`src/ontime_fault_pkg.sv`:
```
// Constants, field layouts and carrier types for the on-time modulation and fault timer core
//
// Contract
// - Upper switch on: on-time counter counts up in 10 ns units until comparator trips.
// - On trip turn upper off, wait dead time, then turn lower on.
// - Lower on: count down; at zero lower off and start dead time.
// - Upper turns on only after the post-lower dead time has fully elapsed.
// - Ignore on-time comparator for the blanking interval after each upper turn-on.
// - Comparator stuck active across cycles: reuse last valid on-time until normal trips return.
// - During startup soft-start output replaces the processed feedback set point.
// - Line feed-forward correction applied only while brownout input reports ok.
// - Filtered fault level enables fault timer; reaching confirm time confirms the fault.
// - Fault clear resets timer, or counts it down at own rate when cumulative.
// - Fault comparator passes a digital noise filter before reaching the timer.
// - Peak option and peak level reached: fault timer speeds up by configured factor.
// - Confirmed fault stops all driver pulses and enters protection; option picks handling.
// - Auto-recovery: wait fixed off-time, then restart through soft-start.
// - Latched: drivers stay off until supply reset level or line removal.
package ontime_fault_pkg;

	// Clock and time base
	localparam int unsigned CLK_PERIOD_NS = 25;
	localparam int unsigned STEP_NS = 10;

	// Times in their own units and derived cycle counts
	localparam int unsigned DEAD_TIME_NS = 300;
	localparam int unsigned DEAD_CYCLES = (DEAD_TIME_NS + CLK_PERIOD_NS - 1) / CLK_PERIOD_NS;
	localparam int unsigned BLANKING_NS = 250;
	localparam int unsigned BLANK_CYCLES = (BLANKING_NS + CLK_PERIOD_NS - 1) / CLK_PERIOD_NS;
	localparam int unsigned FILTER_NS = 1000;
	localparam int unsigned FILTER_CYCLES = (FILTER_NS + CLK_PERIOD_NS - 1) / CLK_PERIOD_NS;
	localparam int unsigned FAULT_CONFIRM_MS = 100;
	localparam int unsigned FAULT_CONFIRM_CYCLES = FAULT_CONFIRM_MS * 1000000 / CLK_PERIOD_NS;
	localparam int unsigned AUTO_RECOVERY_MS = 1000;
	localparam int unsigned AUTO_RECOVERY_CYCLES = AUTO_RECOVERY_MS * 1000000 / CLK_PERIOD_NS;
	localparam int unsigned SOFT_START_US = 5000;
	localparam int unsigned SOFT_START_CYCLES = SOFT_START_US * 1000 / CLK_PERIOD_NS;

	// On-time counter
	localparam int unsigned ONTIME_W = 12;
	localparam logic [11:0] ONTIME_MAX = 12'hFFF;
	localparam logic [11:0] ONTIME_INIT = 12'h064;

	// Register port
	localparam int unsigned ADDR_W = 8;
	localparam int unsigned DATA_W = 16;
	localparam logic [7:0] REG_CONFIG = 8'h00;
	localparam logic [7:0] REG_STATUS = 8'h04;
	localparam logic [7:0] REG_MASK = 8'h08;
	localparam logic [7:0] REG_ONTIME = 8'h0C;
	localparam logic [7:0] REG_STATE = 8'h10;

	// Config field positions and reset value
	localparam int unsigned CFG_LATCHED_BIT = 0;
	localparam int unsigned CFG_CUMUL_BIT = 1;
	localparam int unsigned CFG_PEAK_EN_BIT = 2;
	localparam int unsigned CFG_FACTOR_LSB = 4;
	localparam int unsigned CFG_DOWN_LSB = 8;
	localparam logic [15:0] CONFIG_RESET = 16'h0140;

	// Status / mask event bits
	localparam int unsigned EV_FAULT_BIT = 0;
	localparam int unsigned EV_REPEAT_BIT = 1;
	localparam int unsigned EV_SATURATE_BIT = 2;
	localparam int unsigned EV_RESTART_BIT = 3;
	localparam int unsigned EV_W = 4;

	typedef struct packed {
		logic line_removed;
		logic supply_reset;
		logic brownout_ok;
		logic fault_peak;
		logic fault_level;
		logic ontime_trip;
	} comp_flags_t;

	typedef struct packed {
		logic [3:0] down_step;
		logic [3:0] peak_factor;
		logic peak_en;
		logic cumulative;
		logic latched;
	} fault_cfg_t;

	typedef enum logic [4:0] {
		ST_OFF = 5'b00001,
		ST_DEAD_PRE = 5'b00010,
		ST_UPPER = 5'b00100,
		ST_DEAD_POST = 5'b01000,
		ST_LOWER = 5'b10000
	} phase_t;

endpackage : ontime_fault_pkg

```
`src/ontime_fault_core.sv`:
```
// On-time modulation, dead times, blanking and feedback fault timer core
//
// Chosen here: the address-and-strobe port and the placing of the registers.
`timescale 1ns/1ps
`default_nettype none
module ontime_fault_core
	import ontime_fault_pkg::*;
#(
	parameter int unsigned FAULT_CONFIRM = FAULT_CONFIRM_CYCLES,
	parameter int unsigned AUTO_RECOVERY = AUTO_RECOVERY_CYCLES,
	parameter int unsigned SOFT_START = SOFT_START_CYCLES
) (
	input wire logic clk_in,
	input wire logic rst_in,
	input wire comp_flags_t comp_in,
	input wire logic [7:0] addr_in,
	input wire logic [15:0] wdata_in,
	input wire logic wr_in,
	input wire logic rd_in,
	output logic [15:0] rdata_out,
	output logic upper_drive_out,
	output logic lower_drive_out,
	output logic soft_start_select_out,
	output logic line_feed_forward_out,
	output logic protection_out,
	output logic irq_out
);

	// Converts 25 ns clock ticks into whole 10 ns steps, carrying the remainder
	function automatic logic [5:0] step_of(input logic [3:0] frac);
		logic [5:0] sum;
		logic [5:0] inc;
		logic [5:0] rem;
		sum = 6'(frac) + 6'(CLK_PERIOD_NS);
		inc = sum / 6'(STEP_NS);
		rem = sum % 6'(STEP_NS);
		step_of = {inc[1:0], rem[3:0]};
	endfunction : step_of

	// Unpacks a config word field by field; bit 3 is a hole, so a plain cast would misalign
	function automatic fault_cfg_t cfg_of(input logic [15:0] word);
		cfg_of = fault_cfg_t'({word[11:CFG_FACTOR_LSB], word[CFG_PEAK_EN_BIT],
			word[CFG_CUMUL_BIT], word[CFG_LATCHED_BIT]});
	endfunction : cfg_of

	// Two-flop synchronisers; first stage feeds only the second
	comp_flags_t sync1_r;
	comp_flags_t sync_r;
	always_ff @(posedge clk_in or posedge rst_in) begin
		if (rst_in) begin
			sync1_r <= '0;
			sync_r <= '0;
		end else begin
			sync1_r <= comp_in;
			sync_r <= sync1_r;
		end
	end

	// Register state
	fault_cfg_t cfg_r, cfg_nxt;
	logic [EV_W-1:0] status_r, status_nxt;
	logic [EV_W-1:0] mask_r, mask_nxt;
	logic [15:0] rdata_r, rdata_nxt;
	logic [EV_W-1:0] events;

	// Switching state
	phase_t state_r, state_nxt;
	logic [11:0] ontime_r, ontime_nxt;
	logic [11:0] last_valid_r, last_valid_nxt;
	logic [3:0] frac_r, frac_nxt;
	logic [7:0] phase_cnt_r, phase_cnt_nxt;
	logic seen_low_r, seen_low_nxt;
	logic prot_r, prot_nxt;
	logic ss_active_r, ss_active_nxt;
	logic [31:0] slow_cnt_r, slow_cnt_nxt;

	// Fault path state
	logic filt_r, filt_nxt;
	logic [7:0] filt_cnt_r, filt_cnt_nxt;
	logic [31:0] timer_r, timer_nxt;
	logic confirm;

	// Noise filter: raw fault must hold its new level for the whole filter window
	always_comb begin
		filt_nxt = filt_r;
		filt_cnt_nxt = 8'h00;
		if (sync_r.fault_level != filt_r) begin
			if (filt_cnt_r == 8'(FILTER_CYCLES - 1)) begin
				filt_nxt = sync_r.fault_level;
			end else begin
				filt_cnt_nxt = filt_cnt_r + 8'h01;
			end
		end
	end

	// Fault timer: up while filtered fault, down or cleared otherwise
	always_comb begin
		logic [31:0] up;
		logic [31:0] down;
		up = 32'h0000_0001;
		down = 32'(cfg_r.down_step);
		confirm = 1'b0;
		timer_nxt = timer_r;
		if (cfg_r.peak_en && sync_r.fault_peak) begin
			up = 32'(cfg_r.peak_factor);
		end
		if (prot_r) begin
			timer_nxt = 32'h0000_0000;
		end else if (filt_r) begin
			timer_nxt = timer_r + up;
			if (timer_nxt >= 32'(FAULT_CONFIRM)) begin
				confirm = 1'b1;
			end
		end else if (cfg_r.cumulative) begin
			timer_nxt = (timer_r > down) ? timer_r - down : 32'h0000_0000;
		end else begin
			timer_nxt = 32'h0000_0000;
		end
	end

	always_ff @(posedge clk_in or posedge rst_in) begin
		if (rst_in) begin
			filt_r <= 1'b0;
			filt_cnt_r <= 8'h00;
			timer_r <= 32'h0000_0000;
		end else begin
			filt_r <= filt_nxt;
			filt_cnt_r <= filt_cnt_nxt;
			timer_r <= timer_nxt;
		end
	end

	// Switching sequencer: dead time, upper, dead time, lower, with protection overriding all
	always_comb begin
		logic [5:0] st;
		logic [12:0] sum;
		logic blanked;
		logic trip;
		st = step_of(frac_r);
		sum = 13'(ontime_r) + 13'(st[5:4]);
		blanked = (phase_cnt_r < 8'(BLANK_CYCLES));
		trip = sync_r.ontime_trip && !blanked;
		state_nxt = state_r;
		ontime_nxt = ontime_r;
		last_valid_nxt = last_valid_r;
		frac_nxt = frac_r;
		phase_cnt_nxt = phase_cnt_r;
		seen_low_nxt = seen_low_r;
		prot_nxt = prot_r;
		ss_active_nxt = ss_active_r;
		slow_cnt_nxt = slow_cnt_r;
		events = '0;
		// Soft-start window counts up independently of the switching phase
		if (ss_active_r) begin
			if (slow_cnt_r >= 32'(SOFT_START - 1)) begin
				ss_active_nxt = 1'b0;
			end else begin
				slow_cnt_nxt = slow_cnt_r + 32'h0000_0001;
			end
		end
		unique case (state_r)
			ST_OFF: begin
				if (!prot_r) begin
					state_nxt = ST_DEAD_PRE;
					phase_cnt_nxt = 8'h00;
					ss_active_nxt = 1'b1;
					slow_cnt_nxt = 32'h0000_0000;
					events[EV_RESTART_BIT] = 1'b1;
				end else if (cfg_r.latched) begin
					if (sync_r.supply_reset || sync_r.line_removed) begin
						prot_nxt = 1'b0;
					end
				end else if (slow_cnt_r >= 32'(AUTO_RECOVERY - 1)) begin
					prot_nxt = 1'b0;
				end else begin
					slow_cnt_nxt = slow_cnt_r + 32'h0000_0001;
				end
			end
			ST_DEAD_PRE: begin
				phase_cnt_nxt = phase_cnt_r + 8'h01;
				if (phase_cnt_r == 8'(DEAD_CYCLES - 1)) begin
					state_nxt = ST_UPPER;
					ontime_nxt = 12'h000;
					frac_nxt = 4'h0;
					phase_cnt_nxt = 8'h00;
					seen_low_nxt = 1'b0;
				end
			end
			ST_UPPER: begin
				frac_nxt = st[3:0];
				ontime_nxt = (sum > 13'(ONTIME_MAX)) ? ONTIME_MAX : sum[11:0];
				if (blanked) begin
					phase_cnt_nxt = phase_cnt_r + 8'h01;
				end
				if (!blanked && !sync_r.ontime_trip) begin
					seen_low_nxt = 1'b1;
				end
				if (!blanked) begin
					if (trip && seen_low_r) begin
						state_nxt = ST_DEAD_POST;
						last_valid_nxt = ontime_r;
					end else if (trip && ontime_r >= last_valid_r) begin
						state_nxt = ST_DEAD_POST;
						ontime_nxt = last_valid_r;
						events[EV_REPEAT_BIT] = 1'b1;
					end else if (ontime_r == ONTIME_MAX) begin
						state_nxt = ST_DEAD_POST;
						events[EV_SATURATE_BIT] = 1'b1;
					end
					if (state_nxt == ST_DEAD_POST) begin
						phase_cnt_nxt = 8'h00;
						frac_nxt = 4'h0;
					end
				end
			end
			ST_DEAD_POST: begin
				phase_cnt_nxt = phase_cnt_r + 8'h01;
				if (phase_cnt_r == 8'(DEAD_CYCLES - 1)) begin
					state_nxt = ST_LOWER;
					phase_cnt_nxt = 8'h00;
				end
			end
			ST_LOWER: begin
				frac_nxt = st[3:0];
				if (ontime_r <= 12'(st[5:4])) begin
					ontime_nxt = 12'h000;
					state_nxt = ST_DEAD_PRE;
					phase_cnt_nxt = 8'h00;
				end else begin
					ontime_nxt = ontime_r - 12'(st[5:4]);
				end
			end
		endcase
		// Confirmed fault beats every phase and kills both drivers at once
		if (confirm) begin
			state_nxt = ST_OFF;
			prot_nxt = 1'b1;
			ss_active_nxt = 1'b0;
			slow_cnt_nxt = 32'h0000_0000;
			events[EV_FAULT_BIT] = 1'b1;
		end
	end

	always_ff @(posedge clk_in or posedge rst_in) begin
		if (rst_in) begin
			state_r <= ST_OFF;
			ontime_r <= 12'h000;
			last_valid_r <= ONTIME_INIT;
			frac_r <= 4'h0;
			phase_cnt_r <= 8'h00;
			seen_low_r <= 1'b0;
			prot_r <= 1'b0;
			ss_active_r <= 1'b0;
			slow_cnt_r <= 32'h0000_0000;
		end else begin
			state_r <= state_nxt;
			ontime_r <= ontime_nxt;
			last_valid_r <= last_valid_nxt;
			frac_r <= frac_nxt;
			phase_cnt_r <= phase_cnt_nxt;
			seen_low_r <= seen_low_nxt;
			prot_r <= prot_nxt;
			ss_active_r <= ss_active_nxt;
			slow_cnt_r <= slow_cnt_nxt;
		end
	end

	// Register port: writes, write-one-to-clear status, registered read data
	always_comb begin
		logic [EV_W-1:0] clr;
		cfg_nxt = cfg_r;
		mask_nxt = mask_r;
		clr = '0;
		rdata_nxt = 16'h0000;
		if (wr_in) begin
			unique case (addr_in)
				REG_CONFIG: cfg_nxt = cfg_of(wdata_in);
				REG_STATUS: clr = wdata_in[EV_W-1:0];
				REG_MASK: mask_nxt = wdata_in[EV_W-1:0];
				default: ;
			endcase
		end
		// Set wins over clear so an event in the clearing cycle survives
		status_nxt = (status_r & ~clr) | events;
		if (rd_in) begin
			unique case (addr_in)
				REG_CONFIG: rdata_nxt = {4'h0, cfg_r.down_step, cfg_r.peak_factor, 1'b0,
					cfg_r.peak_en, cfg_r.cumulative, cfg_r.latched};
				REG_STATUS: rdata_nxt = 16'(status_r);
				REG_MASK: rdata_nxt = 16'(mask_r);
				REG_ONTIME: rdata_nxt = 16'(last_valid_r);
				REG_STATE: rdata_nxt = {8'h00, filt_r, ss_active_r, prot_r, 5'(state_r)};
				default: rdata_nxt = 16'h0000;
			endcase
		end
	end

	always_ff @(posedge clk_in or posedge rst_in) begin
		if (rst_in) begin
			cfg_r <= cfg_of(CONFIG_RESET);
			status_r <= '0;
			mask_r <= '0;
			rdata_r <= 16'h0000;
		end else begin
			cfg_r <= cfg_nxt;
			status_r <= status_nxt;
			mask_r <= mask_nxt;
			rdata_r <= rdata_nxt;
		end
	end

	// Drivers come straight from the one-hot phase flops, so they can never overlap
	assign upper_drive_out = state_r[2];
	assign lower_drive_out = state_r[4];
	assign soft_start_select_out = ss_active_r;
	assign line_feed_forward_out = sync_r.brownout_ok;
	assign protection_out = prot_r;
	assign rdata_out = rdata_r;
	assign irq_out = |(status_r & mask_r);

endmodule : ontime_fault_core
`default_nettype wire

```
`config.mk`:
```
export PLATFORM = sky130hd
export DESIGN_NAME = ontime_fault_core
export DESIGN_NICKNAME = d
export VERILOG_FILES = /design/src/ontime_fault_pkg.sv /design/src/ontime_fault_core.sv
export SDC_FILE = /design/constraint.sdc
export NUM_CORES = 1
export LEC_CHECK = 0
export CAP_MARGIN = 15
export CORE_UTILIZATION = 47
export DETAILED_ROUTE_END_ITERATION = 12
export DONT_BUFFER_PORTS = 1
export GPL_ROUTABILITY_DRIVEN = 0
export HOLD_SLACK_MARGIN = 0.12
export SYNTH_ARGS = -nofsm -noshare
export SYNTH_HDL_FRONTEND = slang
export SYNTH_SLANG_ARGS = --single-unit
```
`constraint.sdc`:
```
create_clock -name clk_in -period 6.15 [get_ports clk_in]
set_clock_uncertainty 0.05 [all_clocks]
set_input_delay 1.23 -clock clk_in [delete_from_list [all_inputs] [get_ports clk_in]]
set_output_delay 1.23 -clock clk_in [all_outputs]
set_load 0.005 [all_outputs]
```
==> impl_metrics.tcl, run 1 <==
set metrics [dict create \
    status "complete, no violations" \
    wire_per_inst_um 18.72 \
    setup_viol_count_final 0 \
    avgSynthCellArea_um2 8.741 \
    p_per_area_nw_per_um2 300.9 \
    ys.flop_type "dfrtp_1" \
    grt_usage 0.2484 \
    overflow 0 \
    clock_sinks 160 \
    core_area_um2 21220 \
    fillers 2036 \
    cts_root_buf "clkbuf_16" \
    cp-startpoint "frac_r[0]" \
    row_count 53 \
    rr_startpoint "frac_r[0]" \
    setup_tns_ns 0 \
    synth-async-reset-ratio 1.000 \
    antenna_left 0 \
    layout_setup_ws_ns 0.5576 \
    ys_seq_area_frac 0.3915 \
    period_needed_ns 5.592 \
    min-delay-start "sync1_r[4]" \
    synth.area.mux_share 0.04507 \
    wl_mm 26.65 \
    slew_violations 0 \
    multiInputGateArea_um2 5816 \
    ir_drop_v 0.0001797 \
    power.total_mw 3.302 \
    instances_no_fill 1424 \
    max_slew_margin 0.2392 \
    layout-drive-gt1-share 0.08624 \
    hold_viol_final 0 \
    post_synth_xor_area_fraction 0.05129 \
    synth_seq_cells 160 \
    max_freq_mhz 178.8 \
    ys.warnings.count 0 \
    final_design_area_no_fill_um2 10970 \
    synth_edf_count 0 \
    rsz0062_at_grt "false" \
    cp.required_ns 6.39 \
    setup.worst_path.start_class "flip-flop" \
    initial_core_util 0.4828 \
    maxCapViolCount 0 \
    vias 8730 \
    die_y_um 149.6 \
    cts_buffers 17 \
    port_buffers 0 \
    clk_pin_slew_worst_paths_ns 0.07 \
    yosysMostFrequentCell "dfrtp_1" \
    synth_top_family_by_area "simple AND/OR/NAND/NOR gates" \
    ys_top_cells_by_count "dfrtp_1, nor2_1, nand2_1" \
    end_kind "flip-flop" \
    antenna_found_initial 1 \
    finalCritPeriodShare 0.9093 \
    regArea_um2 4011 \
    grt_pass1_vias 8162 \
    post_cts_buffers 0 \
    hpwlAfterDp_mm 18.71 \
    yosysTopAreaCellShare 0.3762 \
    ioPinCount 56 \
    cts_tree "yes" \
    netlist_instances 1172 \
    grt_max_degree 71 \
    crit_type "flip-flop to flip-flop" \
    tightest_slew_ns 1.141 \
    drt_iter0_markers 695 \
    fp.dieW_um 149.6 \
    cp_max_fo 8 \
    syn-cell-area_um2 10240 \
    via_per_inst 6.131 \
    clock_latency_ns 0.43 \
    synth_adder_area_share 0.04812 \
    hold_class "flip-flop to flip-flop" \
    synth_compound_area_frac 0.1797 \
    ys_types 80 \
    dp.cells 1390 \
    postCtsHoldBufs 0 \
    grt_pass1_wl_mm 43.64 \
    cts_buffer_depth 2 \
    nets 1206 \
    critPathArrivalTime_ns 5.83 \
    drc 0 \
    cts-htree-levels 4 \
    dr.pass1.iters 5 \
    synth_area_leaders "dfrtp_1, nor2_1, ha_1" \
    dieArea_um2 22390 \
    synth-simple-area-share 0.2406 \
    cts_resized 0 \
    place_worst_setup_slack_ns 0.5490 \
    dpl_cell_area_um2 10400 \
    area_growth_pct 7.120 \
    leakagePower_nw 4.620 \
    yosys.area.top_type "dfrtp_1" \
]
==> through the flow <==
step | hold slack, ns | utilization
global placement | 0.2828 | 0.4900
detailed placement | 0.2862 | 0.4900
global route | 0.3115 | 0.5172
finish | 0.3000 | 0.5172
floorplan | 0.2812 | -
CTS | 0.3021 | 0.5168
==> sequential cells by signal, summed over array words and instances (netlist names) <==
name and count:
cfg_r 11, filt_cnt_r 8, filt_r 1, frac_r 4, last_valid_r 12, line_feed_forward_out 1
mask_r 4, ontime_r 12, phase_cnt_r 8, protection_out 1, rdata_out 12, seen_low_r 1
slow_cnt_r 32, soft_start_select_out 1, state_r 5, status_r 4, sync1_r 6, sync_r 5
timer_r 32
==> worst max-delay path, stage by stage (launching register included) <==
cell and delay [ns]:
dfrtp_1 0.45, ha_1 0.33, a21o_1 0.21, ha_1 0.28
nor2b_1 0.11, a2111oi_0 0.06, o21ai_0 0.73, xnor2_1 0.23
nor2b_1 0.18, o21ai_0 0.52, ha_1 0.30, fa_1 0.32
o21ai_0 0.19, o41ai_2 0.51, nand2_1 0.27, a31oi_1 0.53
a311oi_1 0.17
==> final timing paths <==
path	to	slack (ns)	cells past startpoint
worst min register to register	sync_r[4]	0.30	0
max in group asynchronous	slow_cnt_r[31]	4.21	2
worst min-delay path	sync_r[4]	0.30	0
worst max register to register	phase_cnt_r[2]	0.56	16
min in group asynchronous	sync1_r[3]	0.61	1
worst max-delay path	phase_cnt_r[2]	0.56	16
==> layer usage <==
layer | track usage | up-vias | wire length, µm
met4 | 0.07551 | 0 | 420
met3 | 0.04634 | 27 | 1495
met1 | 0.3561 | 4248 | 12760
met5 | 0 | - | 0
li1 | - | 4214 | -
met2 | 0.3778 | 241 | 11980
==> cells by family (layout without fill, tap and decap cells) <==
| group | Yosys count | in the layout |
|---|---|---|
| muxes | 43 | 43 |
| xor gates and xnor gates | 60 | 60 |
| other | 1 | 5 |
| DFF | 160 | 160 |
| adders and majority gates | 37 | 37 |
| and+or+nand+nor | 488 | 488 |
| buffers and inverters | 107 | 80 |
| AOI/OAI and AO/OA | 276 | 276 |
==> layout make-up <==
cell class | count | area share
antenna | 1 | 0.0002280
clock buffer | 19 | 0.04127
clock inverter | 13 | 0.01060
inverter | 35 | 0.01243
multi-input combinational | 908 | 0.5299
sequential | 160 | 0.3655
tap | 275 | 0.03135
timing repair buffer | 13 | 0.008665
==> where the power goes <==
| part | switching, mW | internal, mW | leakage, nW |
|---|---|---|---|
| Clock | 0.476 | 0.553 | 0.275 |
| Sequential | 0.154 | 1.13 | 2.14 |
| Combinational | 0.585 | 0.402 | 2.20 |
| Total | 1.22 | 2.09 | 4.62 |
==> placed cells by master (no fill, tap or decap), drive strengths merged, types with 7 or more instances in the layout <==
cell type,netlist,layout
a211oi,13,13
a21o,10,10
a21oi,80,80
a221oi,9,9
a22oi,15,15
a311o,11,11
a311oi,7,7
a31oi,11,11
and2,9,9
and3,25,25
and4,10,10
buf,22,12
clkbuf,50,20
dfrtp,154,154
ha,33,33
inv,35,42
mux2,25,25
mux2i,18,18
nand2,110,110
nand3,40,40
nand4,23,23
nor2,127,127
nor2b,10,10
nor3,59,59
nor4,25,25
o21a,9,9
o21ai,58,58
o22ai,9,9
or3,10,10
xnor2,30,30
xor2,30,30
(Power assumes the default switching activity.)
==> run 2, diff against run 1 <==
--- a/config.mk
+++ b/config.mk
@@ -6,5 +6,5 @@
 export NUM_CORES = 1
 export LEC_CHECK = 0
-export CAP_MARGIN = 15
+export CAP_MARGIN = 20
 export CORE_UTILIZATION = 47
 export DETAILED_ROUTE_END_ITERATION = 12
==> constraint.sdc (replaced) <==
create_clock -name clk_in -period 6.15 [get_ports clk_in]
set_clock_uncertainty 0.05 [all_clocks]
set_input_delay 1.845 -clock clk_in [delete_from_list [all_inputs] [get_ports clk_in]]
set_output_delay 1.845 -clock clk_in [all_outputs]
set_load 0.005 [all_outputs]
==> run 2 against run 1 <==
Compared with the run above:
- critical path depth unchanged
- first-iteration DRC count is 4.6% higher
- die area did not move
- largest cell class unchanged
- power up 1.5%
- critical path type unchanged
- register-to-register slack better by 0.11 ns
- worst hold slack improved by 0.0010 ns
- cell count is 0.21% lower
- sequential power about the same
- count of clock-buffer cells in the layout is the same
- sequential cell count stayed put
==> impl_metrics.tcl, run 2 (synthesis gave the netlist of run 1 again) <==
set metrics [dict create \
    cts_buffers 17 \
    max_freq_mhz 182.5 \
    wire_per_inst_um 18.76 \
    cp_common_cell "ha_1" \
    ioPinCount 56 \
    dpl_cell_area_um2 10400 \
    cp_max_fo 8 \
    grt_max_degree 161 \
    p_switching_mw 1.200 \
    postCtsHoldBufs 0 \
    via_per_inst 6.172 \
    layout-drive-gt1-share 0.08464 \
    hpwlAfterDp_mm 18.46 \
    initial_core_util 0.4828 \
    critPathArrivalTime_ns 5.71 \
    top_layer "met4" \
    port_buffers 0 \
    hold-path-cell-count 0 \
    drt_iter0_markers 727 \
    final_design_area_no_fill_um2 11020 \
    vias 8770 \
    cp_top_family "compound AO/OA/AOI/OAI gates" \
    reg_top3 "slow_cnt_r: 32 flops, timer_r: 32 flops" \
    met3WireLength_mm 1.472 \
    wl_mm 26.66 \
    post_cts_buffers 0 \
    worst-path-buf-inv 0 \
    path_cells "ha_1 > a21o_1 > ha_1 > nor2b_1 > a2111oi_0 > o21ai_1 > xnor2_1 > nor2b_1 > o21ai_0 > ha_1 > fa_1 > o21ai_0 > o41ai_2 > nand2_1 > a31oi_1 > a311oi_1" \
    fp.dieW_um 149.6 \
    cts_root_buf "clkbuf_16" \
    cts-htree-levels 4 \
    reg2reg_depth 16 \
    p_per_area_nw_per_um2 304.3 \
    clock_sinks 160 \
    power.internal_mw 2.153 \
    hold_class "flip-flop to flip-flop" \
    power_frac_comb 0.293 \
    area_growth_pct 7.535 \
    drc 0 \
    max_slew_margin 0.2304 \
    routed-wl-met2_mm 12.10 \
    antenna_cells 0 \
    final_common_cell "dfrtp_1" \
    clock_latency_ns 0.43 \
    status "complete, no violations" \
    hold_viol_final 0 \
    setup.worst_path.start_class "flip-flop" \
    netSwitchingFraction 0.3580 \
    maxCapViolCount 0 \
    period_needed_ns 5.479 \
    antenna_left 0 \
    setup_viol_count_final 0 \
    antenna_found_initial 0 \
    grt_pass1_wl_mm 44.17 \
    cts_tree "yes" \
    cp.required_ns 6.38 \
    dieArea_um2 22390 \
    grt_pass1_vias 8274 \
    core_area_um2 21220 \
    die_y_um 149.6 \
    clk_pin_slew_worst_paths_ns 0.07 \
    end_kind "flip-flop" \
    p_seq_frac 0.384 \
    finalCritPeriodShare 0.8909 \
    cp.depth 16 \
    nets 1204 \
    rsz0062_at_grt "false" \
    overflow 0 \
    setup_tns_ns 0 \
    cts_buffer_depth 2 \
    instances_no_fill 1421 \
    dr.pass1.iters 6 \
    crit_type "flip-flop to flip-flop" \
    slowest_stage "a31oi_1" \
    leakagePower_nw 4.637 \
    clkPwrFrac 0.323 \
    slew_violations 0 \
    tightest_slew_ns 1.146 \
    row_count 53 \
    final_cell_mix "dfrtp_1, nor2_1, nand2_1" \
    slowest_delay_ns 0.54 \
    dp.cells 1388 \
    drt-met1-wl_mm 12.71 \
    ir_drop_v 0.0001677 \
    grt_usage 0.2514 \
]
-- run 2: cell types whose count changed in the layout (fill, tap and decap cells not counted), sizes merged --
cell,before,now
clkbuf,20,19
clkinv,4,5
bufinv,0,2
buf,12,11
inv,42,39
diode,1,0
-- run 2: metrics by stage --
step                hold slack [ns]  utilization  setup WS, ns  total power [mW]
floorplan                    0.2812            -         1.424             2.042
global placement             0.2826       0.4900        0.6292             2.255
detailed placement           0.2872       0.4900        0.5797             2.275
CTS                          0.3038       0.5182        0.5463             3.375
global route                 0.3046       0.5192        0.2259             3.591
finish                       0.3010       0.5192        0.6708             3.353
-- run 2: layout make-up --
| class | count | area [µm²] |
|---|---|---|
| clock buffers | 19 | 442.9 |
| clock inverters | 13 | 155.1 |
| fillers | 2018 | 10200 |
| inverters | 35 | 135.1 |
| multi-input cells | 908 | 5821 |
| flip-flops and latches | 160 | 4011 |
| well taps | 275 | 344.1 |
| repair buffers | 11 | 107.6 |
-- run 2: layer usage --
metal / vias to the layer above / global-route usage
met5: - / 0
met2: 241 / 0.3861
met4: 0 / 0.07296
met3: 30 / 0.04573
met1: 4295 / 0.3591
li1: 4204 / -
-- run 2: final timing paths --
kind / from / endpoint / slack (ns)
worst max-delay path: frac_r[0] / phase_cnt_r[2] / 0.67
max in group asynchronous: rst_in / slow_cnt_r[15] / 3.83
worst min register to register: sync1_r[5] / sync_r[5] / 0.30
worst min-delay path: sync1_r[5] / sync_r[5] / 0.30
min in group asynchronous: rst_in / line_feed_forward_out / 1.42
worst max register to register: frac_r[0] / phase_cnt_r[2] / 0.67
-- run 2: power groups by stage --
stage	sequential, mW	combinational [mW]	clock [mW]
after floorplan	1.21	0.832	0
after global placement	1.30	0.956	0
after detailed placement	1.30	0.973	0
after CTS	1.28	0.979	1.11
after global routing	1.31	1.13	1.16
final	1.29	0.983	1.08
-- run 2: timing repair --
action,in CTS,in global routing
endpoints found under the setup margin,0,1
hold endpoints to repair,0,0
resized for setup,0,1
==> run 3, diff against run 2 <==
==> constraint.sdc (replaced) <==
create_clock -name clk_in -period 6.15 [get_ports clk_in]
set_clock_uncertainty 0.05 [all_clocks]
set_input_delay 0.9225 -clock clk_in [delete_from_list [all_inputs] [get_ports clk_in]]
set_output_delay 0.9225 -clock clk_in [all_outputs]
set_load 0.005 [all_outputs]
==> run 3 against run 2 <==
Compared with the run above:
- cell count grew 0.21%
- sequential share of layout area barely moved
- combinational power decreased by 0.7%
- largest power group unchanged
- highest routed layer unchanged
==> impl_metrics.tcl, run 3 (synthesis gave the netlist of run 1 again) <==
set metrics [dict create \
    status "complete, no violations" \
    cts_resized 0 \
    dr.pass1.iters 7 \
    finalCritPeriodShare 0.8987 \
    wire_per_inst_um 18.88 \
    initial_core_util 0.4828 \
    rr_startpoint "frac_r[0]" \
    antenna_found_initial 0 \
    worst-path-buf-inv 0 \
    ir_drop_v 0.0001576 \
    leakagePower_nw 4.633 \
    dpl_cell_area_um2 10410 \
    p_switching_mw 1.191 \
    grt_pass1_wl_mm 43.97 \
    rsz0062_at_grt "false" \
    antenna_left 0 \
    drc 0 \
    row_count 53 \
    port_buffers 0 \
    postCtsHoldBufs 0 \
    reg2reg_depth 16 \
    cts_buffers 17 \
    post_cts_buffers 0 \
    instances_no_fill 1424 \
    period_needed_ns 5.527 \
    hpwlAfterDp_mm 18.88 \
    hold_viol_final 0 \
    clkPwrFrac 0.316 \
    area_growth_pct 7.389 \
    die_y_um 149.6 \
    reg_top3 "slow_cnt_r: 32 flops, timer_r: 32 flops" \
    slowest_delay_ns 0.72 \
    crit_end "phase_cnt_r[2]" \
    path_cells "ha_1 > a21o_1 > ha_1 > nor2b_1 > a2111oi_0 > o21ai_0 > xnor2_1 > nor2b_1 > o21ai_0 > ha_1 > fa_1 > o21ai_0 > o41ai_2 > nand2_1 > a31oi_1 > a311oi_1" \
    final_design_area_no_fill_um2 11000 \
    cp_top_family "compound AO/OA/AOI/OAI gates" \
    cp.depth 16 \
    cts_buffer_depth 2 \
    tightest_slew_ns 0.9553 \
    crit_type "flip-flop to flip-flop" \
    slew_violations 0 \
    setup.worst_path.start_class "flip-flop" \
    core_area_um2 21220 \
    wl_mm 26.88 \
    maxCapViolCount 0 \
    slowest_stage "o21ai_0" \
    overflow 0 \
    clock_latency_ns 0.43 \
    cp.required_ns 6.39 \
    clock_sinks 160 \
    setup_viol_count_final 0 \
    cts-htree-levels 4 \
    p_per_area_nw_per_um2 301.1 \
    reg2reg_slack_ns 0.62 \
    cts_root_buf "clkbuf_16" \
    cp-startpoint "frac_r[0]" \
    max_slew_margin 0.3631 \
    setup_tns_ns 0 \
    power.internal_mw 2.122 \
    final_cell_mix "dfrtp_1, nor2_1, nand2_1" \
    vias 8744 \
    critPathArrivalTime_ns 5.77 \
    final_common_cell "dfrtp_1" \
    grt_usage 0.2522 \
    power_frac_comb 0.295 \
    utilization 0.5185 \
    hold_class "input port to asynchronous set/reset pin" \
    via_per_inst 6.140 \
    fp.dieW_um 149.6 \
    dieArea_um2 22390 \
    r2r-end "phase_cnt_r[2]" \
    cp_max_fo 8 \
    cts_tree "yes" \
    antenna_cells 0 \
    grt_pass1_vias 8216 \
    grt_max_degree 75 \
    netSwitchingFraction 0.3596 \
    max_freq_mhz 180.9 \
    end_kind "flip-flop" \
    clk_pin_slew_worst_paths_ns 0.07 \
    drt_iter0_markers 645 \
    layout-drive-gt1-share 0.08616 \
    ioPinCount 56 \
    p_seq_frac 0.389 \
    dp.cells 1390 \
    nets 1207 \
]
[run 3: cell count changes in the layout (fill, tap and decap cells not counted), sizes merged]
| cell | change |
|---|---|
| bufinv | -1 |
| inv | +2 |
| buf | +2 |
| clkbuf | +2 |
| clkinv | -2 |
[run 3: layout make-up]
class                   instances  area, µm²
flip-flops and latches        160       4011
inverters                      35      136.4
clock buffers                  20      456.7
repair buffers                 14      115.1
well taps                     275      344.1
fillers                      2052      10220
clock inverters                12      122.6
multi-input cells             908       5816
[run 3: metal layers]
layer,routed length (µm),share of wire,track usage
met1,12920,0.48,0.3630
met2,12170,0.45,0.3870
met3,1503,0.056,0.04695
met4,295,0.011,0.06582
met5,0,0,0
[run 3: worst min path at each step]
stage	end	depth (start not counted)	start	slack, ns
final	line_feed_forward_out	1	rst_in	0.30
after global routing	sync_r[5]	0	sync1_r[5]	0.30
after CTS	line_feed_forward_out	1	rst_in	0.30
after detailed placement	line_feed_forward_out	0	sync1_r[3]	0.28
after global placement	sync_r[4]	0	sync1_r[4]	0.28
after floorplan	line_feed_forward_out	0	sync1_r[3]	0.28
[run 3: power groups by stage]
stage	sequential, mW	combinational [mW]	clock [mW]
floorplan	1.21	0.832	0
global placement	1.30	0.958	0
detailed placement	1.30	0.968	0
CTS	1.28	0.974	1.08
global route	1.31	1.12	1.12
finish	1.29	0.976	1.05
[run 3: stage by stage]
| step | hold slack [ns] | setup slack, ns | power [mW] |
|---|---|---|---|
| 6_report | 0.2957 | 0.6232 | 3.313 |
| 5_1_grt | 0.3023 | 0.07954 | 3.550 |
| 4_1_cts | 0.2966 | 0.5457 | 3.334 |
| 3_5_place_dp | 0.2847 | 0.5641 | 2.270 |
| 3_3_place_gp | 0.2825 | 0.6111 | 2.259 |
| 2_1_floorplan | 0.2812 | 0.8675 | 2.041 |
